### src/hdl/psb_pkg.sv
// constants and types shared by the pressure setpoint bank
`default_nettype none
package psb_pkg;
  localparam int NUM_CH          = 8;
  localparam int NUM_GAUGE       = 12;
  localparam int PRESS_W         = 16;
  localparam int DLY_W           = 8;
  localparam int MAX_PER_GAUGE   = 2;
  localparam int CLK_PERIOD_NS   = 8;
  localparam int DLY_STEP_NS     = 100_000_000;
  localparam int DLY_STEP_CYCLES = DLY_STEP_NS / CLK_PERIOD_NS;
  localparam int SRC_NONE        = 0;

  typedef enum logic [2:0] {
    FLD_SOURCE  = 3'h0,
    FLD_ON_THR  = 3'h1,
    FLD_OFF_THR = 3'h2,
    FLD_ON_DLY  = 3'h3,
    FLD_OFF_DLY = 3'h4,
    FLD_MODE    = 3'h5
  } psb_field_t;

  typedef enum logic [1:0] {
    MODE_AUTO = 2'h0,
    MODE_ON   = 2'h1,
    MODE_OFF  = 2'h2
  } psb_mode_t;

  typedef enum logic [3:0] {
    ST_OFF      = 4'h1,
    ST_WAIT_ON  = 4'h2,
    ST_ON       = 4'h4,
    ST_WAIT_OFF = 4'h8
  } psb_state_t;
endpackage
`default_nettype wire

### src/hdl/psb_top.sv
// eight-channel pressure setpoint bank: configuration, source limits, outputs
`default_nettype none
module psb_top
  import psb_pkg::*;
#(
  parameter int NG         = NUM_GAUGE,
  parameter int PW         = PRESS_W,
  parameter int DW         = DLY_W,
  parameter int STEP_CYCLES = DLY_STEP_CYCLES
) (
  input  wire logic             core_clk,
  input  wire logic             rst,
  input  wire logic [NG*PW-1:0] gauge_pressure,
  input  wire logic             cfg_we,
  input  wire logic [2:0]       cfg_ch,
  input  wire psb_field_t       cfg_field,
  input  wire logic [PW-1:0]    cfg_data,
  output logic                  cfg_refused,
  output logic [NUM_CH-1:0]     sp_out_n,
  output logic [NUM_CH-1:0]     sp_status,
  output logic [NUM_CH-1:0]     ind_show,
  output logic [NUM_CH-1:0]     ch_err,
  output logic [NG-1:0]         gauge_avail
);
  localparam int GW = $clog2(NG + 1);
  localparam int CW = $clog2(NUM_CH + 1);
  localparam int TW = $clog2(STEP_CYCLES + 1);

  // refuse widths the source index or delay fields cannot fit into
  if (NG < 1 || PW < GW || PW < DW || PW < 2 || STEP_CYCLES < 1) begin : g_bad_params
    $error("psb_top: unsupported parameter set");
  end

  ////////////////////////////////////////////////////////////////////////////
  // delay step tick, one pulse every tenth of a second

  logic [TW-1:0] tick_cnt_reg, tick_cnt_next;
  logic          tick_reg, tick_next;

  always_comb begin
    tick_next     = 1'b0;
    tick_cnt_next = tick_cnt_reg + 1'b1;
    if (tick_cnt_reg == TW'(STEP_CYCLES - 1)) begin
      tick_cnt_next = '0;
      tick_next     = 1'b1;
    end
  end

  always_ff @(posedge core_clk) begin
    if (rst) begin
      tick_cnt_reg <= '0;
      tick_reg     <= 1'b0;
    end else begin
      tick_cnt_reg <= tick_cnt_next;
      tick_reg     <= tick_next;
    end
  end

  ////////////////////////////////////////////////////////////////////////////
  // per-channel configuration

  logic [GW-1:0] src_reg     [NUM_CH];
  logic [GW-1:0] src_next    [NUM_CH];
  logic [PW-1:0] on_thr_reg  [NUM_CH];
  logic [PW-1:0] on_thr_next [NUM_CH];
  logic [PW-1:0] off_thr_reg [NUM_CH];
  logic [PW-1:0] off_thr_next[NUM_CH];
  logic [DW-1:0] on_dly_reg  [NUM_CH];
  logic [DW-1:0] on_dly_next [NUM_CH];
  logic [DW-1:0] off_dly_reg [NUM_CH];
  logic [DW-1:0] off_dly_next[NUM_CH];
  psb_mode_t     mode_reg    [NUM_CH];
  psb_mode_t     mode_next   [NUM_CH];
  logic          refused_next;
  logic [CW-1:0] gauge_cnt   [2**GW];
  logic          gauge_ok;

  // how many channels point at each gauge; index 0 is "no source"
  always_comb begin
    for (int g = 0; g < 2**GW; g++) begin
      gauge_cnt[g] = '0;
    end
    for (int c = 0; c < NUM_CH; c++) begin
      gauge_cnt[src_reg[c]] = gauge_cnt[src_reg[c]] + 1'b1;
    end
  end

  // reselecting the channel's own gauge never counts against the limit
  always_comb begin
    gauge_ok = (cfg_data <= PW'(NG))
            && ((src_reg[cfg_ch] == cfg_data[GW-1:0])
            || (gauge_cnt[cfg_data[GW-1:0]] < CW'(MAX_PER_GAUGE)));
  end

  always_comb begin
    for (int c = 0; c < NUM_CH; c++) begin
      src_next[c]     = src_reg[c];
      on_thr_next[c]  = on_thr_reg[c];
      off_thr_next[c] = off_thr_reg[c];
      on_dly_next[c]  = on_dly_reg[c];
      off_dly_next[c] = off_dly_reg[c];
      mode_next[c]    = mode_reg[c];
    end
    refused_next = 1'b0;
    if (cfg_we) begin
      case (cfg_field)
        FLD_SOURCE: begin
          if (cfg_data == PW'(SRC_NONE)) begin
            src_next[cfg_ch]     = '0;
            on_thr_next[cfg_ch]  = '0;
            off_thr_next[cfg_ch] = '0;
            on_dly_next[cfg_ch]  = '0;
            off_dly_next[cfg_ch] = '0;
            mode_next[cfg_ch]    = MODE_OFF;
          end else if (gauge_ok) begin
            src_next[cfg_ch] = cfg_data[GW-1:0];
          end else begin
            refused_next = 1'b1;
          end
        end
        FLD_ON_THR: begin
          on_thr_next[cfg_ch] = cfg_data;
        end
        FLD_OFF_THR: begin
          off_thr_next[cfg_ch] = cfg_data;
        end
        FLD_ON_DLY: begin
          on_dly_next[cfg_ch] = cfg_data[DW-1:0];
          refused_next        = cfg_data > PW'({DW{1'b1}});
          if (refused_next) begin
            on_dly_next[cfg_ch] = on_dly_reg[cfg_ch];
          end
        end
        FLD_OFF_DLY: begin
          off_dly_next[cfg_ch] = cfg_data[DW-1:0];
          refused_next         = cfg_data > PW'({DW{1'b1}});
          if (refused_next) begin
            off_dly_next[cfg_ch] = off_dly_reg[cfg_ch];
          end
        end
        FLD_MODE: begin
          // only the mode changes; thresholds and delays stay stored
          if (cfg_data == PW'(MODE_AUTO)) begin
            mode_next[cfg_ch] = MODE_AUTO;
          end else if (cfg_data == PW'(MODE_ON)) begin
            mode_next[cfg_ch] = MODE_ON;
          end else if (cfg_data == PW'(MODE_OFF)) begin
            mode_next[cfg_ch] = MODE_OFF;
          end else begin
            refused_next = 1'b1;
          end
        end
        default: begin
          refused_next = 1'b1;
        end
      endcase
    end
  end

  always_ff @(posedge core_clk) begin
    if (rst) begin
      for (int c = 0; c < NUM_CH; c++) begin
        src_reg[c]     <= '0;
        on_thr_reg[c]  <= '0;
        off_thr_reg[c] <= '0;
        on_dly_reg[c]  <= '0;
        off_dly_reg[c] <= '0;
        mode_reg[c]    <= MODE_AUTO;
      end
      cfg_refused <= 1'b0;
    end else begin
      for (int c = 0; c < NUM_CH; c++) begin
        src_reg[c]     <= src_next[c];
        on_thr_reg[c]  <= on_thr_next[c];
        off_thr_reg[c] <= off_thr_next[c];
        on_dly_reg[c]  <= on_dly_next[c];
        off_dly_reg[c] <= off_dly_next[c];
        mode_reg[c]    <= mode_next[c];
      end
      cfg_refused <= refused_next;
    end
  end

  ////////////////////////////////////////////////////////////////////////////
  // gauge availability for the source list

  logic [NG-1:0] avail_next;

  always_comb begin
    for (int g = 0; g < NG; g++) begin
      avail_next[g] = gauge_cnt[g + 1] < CW'(MAX_PER_GAUGE);
    end
  end

  always_ff @(posedge core_clk) begin
    if (rst) begin
      gauge_avail <= '1;
    end else begin
      gauge_avail <= avail_next;
    end
  end

  ////////////////////////////////////////////////////////////////////////////
  // channels and their outputs

  logic [NUM_CH-1:0] active;
  logic [NUM_CH-1:0] err_now;
  logic [NUM_CH-1:0] out_n_next, status_next, show_next;

  for (genvar c = 0; c < NUM_CH; c++) begin : g_ch
    logic [PW-1:0] press;

    // gauge n lives at slice n-1; a channel with no source reads zero
    assign press = (src_reg[c] == '0) ? '0
                 : gauge_pressure[(32'(src_reg[c]) - 1) * PW +: PW];
    // an error shows only while the comparison would be in charge
    assign err_now[c] = (mode_reg[c] == MODE_AUTO)
                     && (on_thr_reg[c] >= off_thr_reg[c]);

    psb_channel #(
      .PW (PW),
      .DW (DW)
    ) u_ch (
      .core_clk (core_clk),
      .rst      (rst),
      .tick     (tick_reg),
      .pressure (press),
      .on_thr   (on_thr_reg[c]),
      .off_thr  (off_thr_reg[c]),
      .on_dly   (on_dly_reg[c]),
      .off_dly  (off_dly_reg[c]),
      .mode     (mode_reg[c]),
      .thr_err  (err_now[c]),
      .active   (active[c])
    );

    // sp_out_n and sp_status switch on the same edge; ind_show can also switch on its own when mode_reg or src_reg changes
    assign out_n_next[c]  = !active[c];
    assign status_next[c] = active[c];
    assign show_next[c]   = active[c] && (mode_reg[c] == MODE_AUTO)
                         && (src_reg[c] != '0);
  end

  always_ff @(posedge core_clk) begin
    if (rst) begin
      sp_out_n  <= '1;
      sp_status <= '0;
      ind_show  <= '0;
      ch_err    <= '0;
    end else begin
      sp_out_n  <= out_n_next;
      sp_status <= status_next;
      ind_show  <= show_next;
      ch_err    <= err_now;
    end
  end
endmodule
`default_nettype wire

### src/hdl/psb_channel.sv
// one setpoint channel: compare, hysteresis, on/off delays, override modes
`default_nettype none
module psb_channel
  import psb_pkg::*;
#(
  parameter int PW = PRESS_W,
  parameter int DW = DLY_W
) (
  input  wire logic          core_clk,
  input  wire logic          rst,
  input  wire logic          tick,
  input  wire logic [PW-1:0] pressure,
  input  wire logic [PW-1:0] on_thr,
  input  wire logic [PW-1:0] off_thr,
  input  wire logic [DW-1:0] on_dly,
  input  wire logic [DW-1:0] off_dly,
  input  wire psb_mode_t     mode,
  input  wire logic          thr_err,
  output logic               active
);
  psb_state_t    state_reg, state_next;
  logic [DW-1:0] cnt_reg, cnt_next;
  logic          on_cond, off_cond;

  assign on_cond  = pressure < on_thr;
  assign off_cond = pressure > off_thr;
  assign active   = (state_reg == ST_ON) || (state_reg == ST_WAIT_OFF);

  always_comb begin
    state_next = state_reg;
    cnt_next   = cnt_reg;
    if (mode == MODE_ON) begin
      state_next = ST_ON;
      cnt_next   = '0;
    end else if (mode != MODE_AUTO || thr_err) begin
      // a bad threshold pair keeps the output released rather than guessing
      state_next = ST_OFF;
      cnt_next   = '0;
    end else begin
      case (state_reg)
        ST_OFF: begin
          if (on_cond) begin
            state_next = ST_WAIT_ON;
          end
        end
        ST_WAIT_ON: begin
          if (!on_cond) begin
            state_next = ST_OFF;
            cnt_next   = '0;
          end else if (cnt_reg >= on_dly) begin
            state_next = ST_ON;
            cnt_next   = '0;
          end else if (tick) begin
            cnt_next = cnt_reg + 1'b1;
          end
        end
        ST_ON: begin
          if (off_cond) begin
            state_next = ST_WAIT_OFF;
          end
        end
        ST_WAIT_OFF: begin
          if (!off_cond) begin
            state_next = ST_ON;
            cnt_next   = '0;
          end else if (cnt_reg >= off_dly) begin
            state_next = ST_OFF;
            cnt_next   = '0;
          end else if (tick) begin
            cnt_next = cnt_reg + 1'b1;
          end
        end
        default: begin
          state_next = ST_OFF;
          cnt_next   = '0;
        end
      endcase
      // between the thresholds ST_OFF and ST_ON are held, while a wait state falls back to the state it left
    end
  end

  always_ff @(posedge core_clk) begin
    if (rst) begin
      state_reg <= ST_OFF;
      cnt_reg   <= '0;
    end else begin
      state_reg <= state_next;
      cnt_reg   <= cnt_next;
    end
  end
endmodule
`default_nettype wire

### config.mk
export PLATFORM = sky130hd
export DESIGN_NAME = psb_top
export DESIGN_NICKNAME = d
export VERILOG_FILES = /design/src/hdl/psb_pkg.sv /design/src/hdl/psb_top.sv /design/src/hdl/psb_channel.sv
export SDC_FILE = /design/constraint.sdc
export NUM_CORES = 2
export LEC_CHECK = 0
export ABC_AREA = 1
export BUFFER_PORTS_ARGS = -buffer_cell sky130_fd_sc_hd__clkbuf_2
export CORE_MARGIN = 4
export CORE_UTILIZATION = 35
export DETAILED_ROUTE_END_ITERATION = 10
export PLACE_DENSITY_LB_ADDON = 0.05
export SYNTH_ARGS = -nofsm -noshare
export SYNTH_HDL_FRONTEND = slang
export SYNTH_HIERARCHICAL = 1
export SYNTH_SLANG_ARGS = --single-unit
### constraint.sdc
create_clock -name core_clk -period 16.9 [get_ports core_clk]
set_input_delay 2.535 -clock core_clk [delete_from_list [all_inputs] [get_ports core_clk]]
set_output_delay 2.535 -clock core_clk [all_outputs]
set_load 0.1 [all_outputs]
==> results_dict.tcl <==
set metrics [dict create \
    status "complete, no violations" \
    dieHeight_um 439.2 \
    first_iter_violations 10970 \
    period_minus_slack_ns 13.78 \
    rr_worst_depth 77 \
    cts_resized 0 \
    chipWidth_um 439.2 \
    tns_ns 0 \
    cts_hold_buf 0 \
    grt_use_total_pct 37.08 \
    root_buffer "clkbuf_16" \
    hpwl_mm 280.5 \
    grt_max_degree 177 \
    yosysWarnings 6 \
    yosys_register_bits 598 \
    grt_use_met2_pct 56.21 \
    cts_tree "built" \
    design_area_um2 71100 \
    cts_buffers 73 \
    ctsLongestPathBuffers 3 \
    critPathLaunchType "register" \
    clock_latency_ns 0.70 \
    coreArea_um2 184100 \
    final_util_pct 38.63 \
    critical_path_class "reg -> reg" \
    critical_path.max_fanout 74 \
    power_leakage_nw 28.80 \
    cts_setup_buffers 0 \
    relSlewSlack_pct 1.763 \
    drv_slew 0 \
    worstMarginPinSlew_ns 1.462 \
    firstDrtPassIters 9 \
    rsz0062_at_grt "no" \
    finalCritPeriodShare_pct 81.56 \
    max_freq_mhz 72.55 \
    fin_skew_ns 0.03497 \
    syn_area_um2 65070 \
    io_buffers 261 \
    synth.area.top_cells "dfxtp_1 (18%), nand2_1 (14%), ha_1 (11%), a21oi_1 (10%), o21ai_0 (10%)" \
    postSynthAreaPerCell_um2 5.911 \
    worst_slack_ns 3.117 \
    cpMostUsedCell "nand2_1" \
    grt_overflow 0 \
    synth_edf_count 0 \
    routed_wl_mm 374.4 \
    h-tree-depth 3 \
    drc_errors 0 \
    ys_seq_area_share_pct 18.40 \
    initial_core_util_pct 35.35 \
    hold_viol_final 0 \
    power.density_nw_per_um2 50.20 \
    synth_top_area_cell "dfxtp_1" \
    avgRoutedWirePerCell_um 27.98 \
    hp-class "reg -> reg" \
    netlist.area_leader.share_pct 18.40 \
    num-fill-cells 20470 \
    synth_most_common_cell "nand2_1" \
    layout.nets 11620 \
    die_area_um2 192900 \
    synth_cell_type_count 59 \
    critPathMaxStageDelay_ns 0.99 \
    setup_viol 0 \
    clock_sinks 598 \
    maxCapViolations 0 \
    num_vias 79980 \
    cp-end-kind "register" \
    power_mw 3.569 \
    place_ws_ns 3.375 \
    busiest_layer "met2" \
    grtUsageMet1_pct 49.86 \
    synth_common_cells "nand2_1 (2348), inv_1 (1348), a21oi_1 (1337), o21ai_0 (1296), nor2_1 (816)" \
    place.gp.congestion 1.009 \
    slowest_stage "xor2_1" \
    crit_arrival_ns 14.39 \
    path_clk_slew_ns 0.06 \
    ys.flop_type "dfxtp_1" \
    synthArstFlopShare_pct 0 \
    whs_path_depth 1 \
    io_pins 262 \
    use_met3_pct 7.636 \
    placementRows 157 \
    ant_nets 0 \
    cp.required_ns 17.51 \
    multiInputGateArea_um2 45370 \
    synthCells 11010 \
    syn_nets 11780 \
    seq_area_um2 12000 \
    final_layout_size_suffix_gt1_share_pct 8.512 \
    syn_to_final_growth_pct 9.266 \
    ir_drop_mv 0.06616 \
    grt_pass1_vias 72410 \
    vias_per_cell 5.975 \
    antenna_found_initial 47 \
    grt_pass1_wl_mm 529.0 \
    place_area_um2 68540 \
]
==> report_power, final <==
part	internal [mW]	switching (mW)	leakage (nW)
registers	1.42	0.00931	4.83
clock network	0.973	0.726	1.23
logic	0.0924	0.350	22.7
total	2.48	1.09	28.8
==> critical path: cells and delay by family, from the launching register on <==
kind / cells / cell delay, ns
adder cells (fa/ha/maj): 5 / 1.88
AND/OR/NAND/NOR: 42 / 5.10
buffers and inverters: 12 / 1.62
XOR/XNOR: 1 / 0.99
AO/OA/AOI/OAI: 17 / 3.22
flip-flops: 1 / 0.85
==> layout by cell type, fill, tap and decap left out, drive strengths merged, types with 191 or more instances in the layout <==
| master | count |
|---|---|
| nor2 | 870 |
| buf | 191 |
| clkbuf | 357 |
| nand3 | 575 |
| inv | 1394 |
| a21oi | 1337 |
| ha | 558 |
| dfxtp | 598 |
| o22ai | 196 |
| o21ai | 1319 |
| nor3 | 215 |
| nand2 | 2431 |
==> per-stage QoR <==
stage | hold WS (ns) | std cells
2_1_floorplan | 0.4175 | 11010
3_3_place_gp | 0.4256 | 13230
3_5_place_dp | 0.4449 | 13230
4_1_cts | 0.4595 | 13360
5_1_grt | 0.4816 | 13370
6_report | 0.4507 | 13380
==> kinds of logic after synthesis <==
logic type / count (synthesis) / synth area share (%)
and+or+nand+nor: 4243 / 28.03
AOI/OAI and AO/OA: 3432 / 29.58
buffers and inverters: 2109 / 12.32
DFF: 598 / 18.40
adders and majority gates: 558 / 10.73
xor gates and xnor gates: 61 / 0.8210
muxes: 8 / 0.1231
==> layout make-up <==
type / instances / area share, %
clock buffers: 96 / 3.009
repair buffers: 452 / 3.908
well taps: 2464 / 4.336
inverters: 1418 / 7.496
flip-flops and latches: 598 / 16.88
multi-input cells: 8302 / 63.81
diodes: 18 / 0.06335
clock inverters: 36 / 0.4998
==> layer usage <==
layer / wire length (um) / part of all wire [%]
met5: 168 / 0.045
met2: 157600 / 42
met3: 36720 / 9.8
met4: 21060 / 5.6
met1: 158900 / 42
==> final timing paths <==
kind                   startpoint               to  slack [ns]
setup reg to reg    src_reg[0][0]    src_reg[0][0]        3.12
hold reg to reg   tick_cnt_reg[0]  tick_cnt_reg[0]        0.45
hold / removal    tick_cnt_reg[0]  tick_cnt_reg[0]        0.45
setup / recovery    src_reg[0][0]    src_reg[0][0]        3.12
Power figures use the tool's default switching activity.
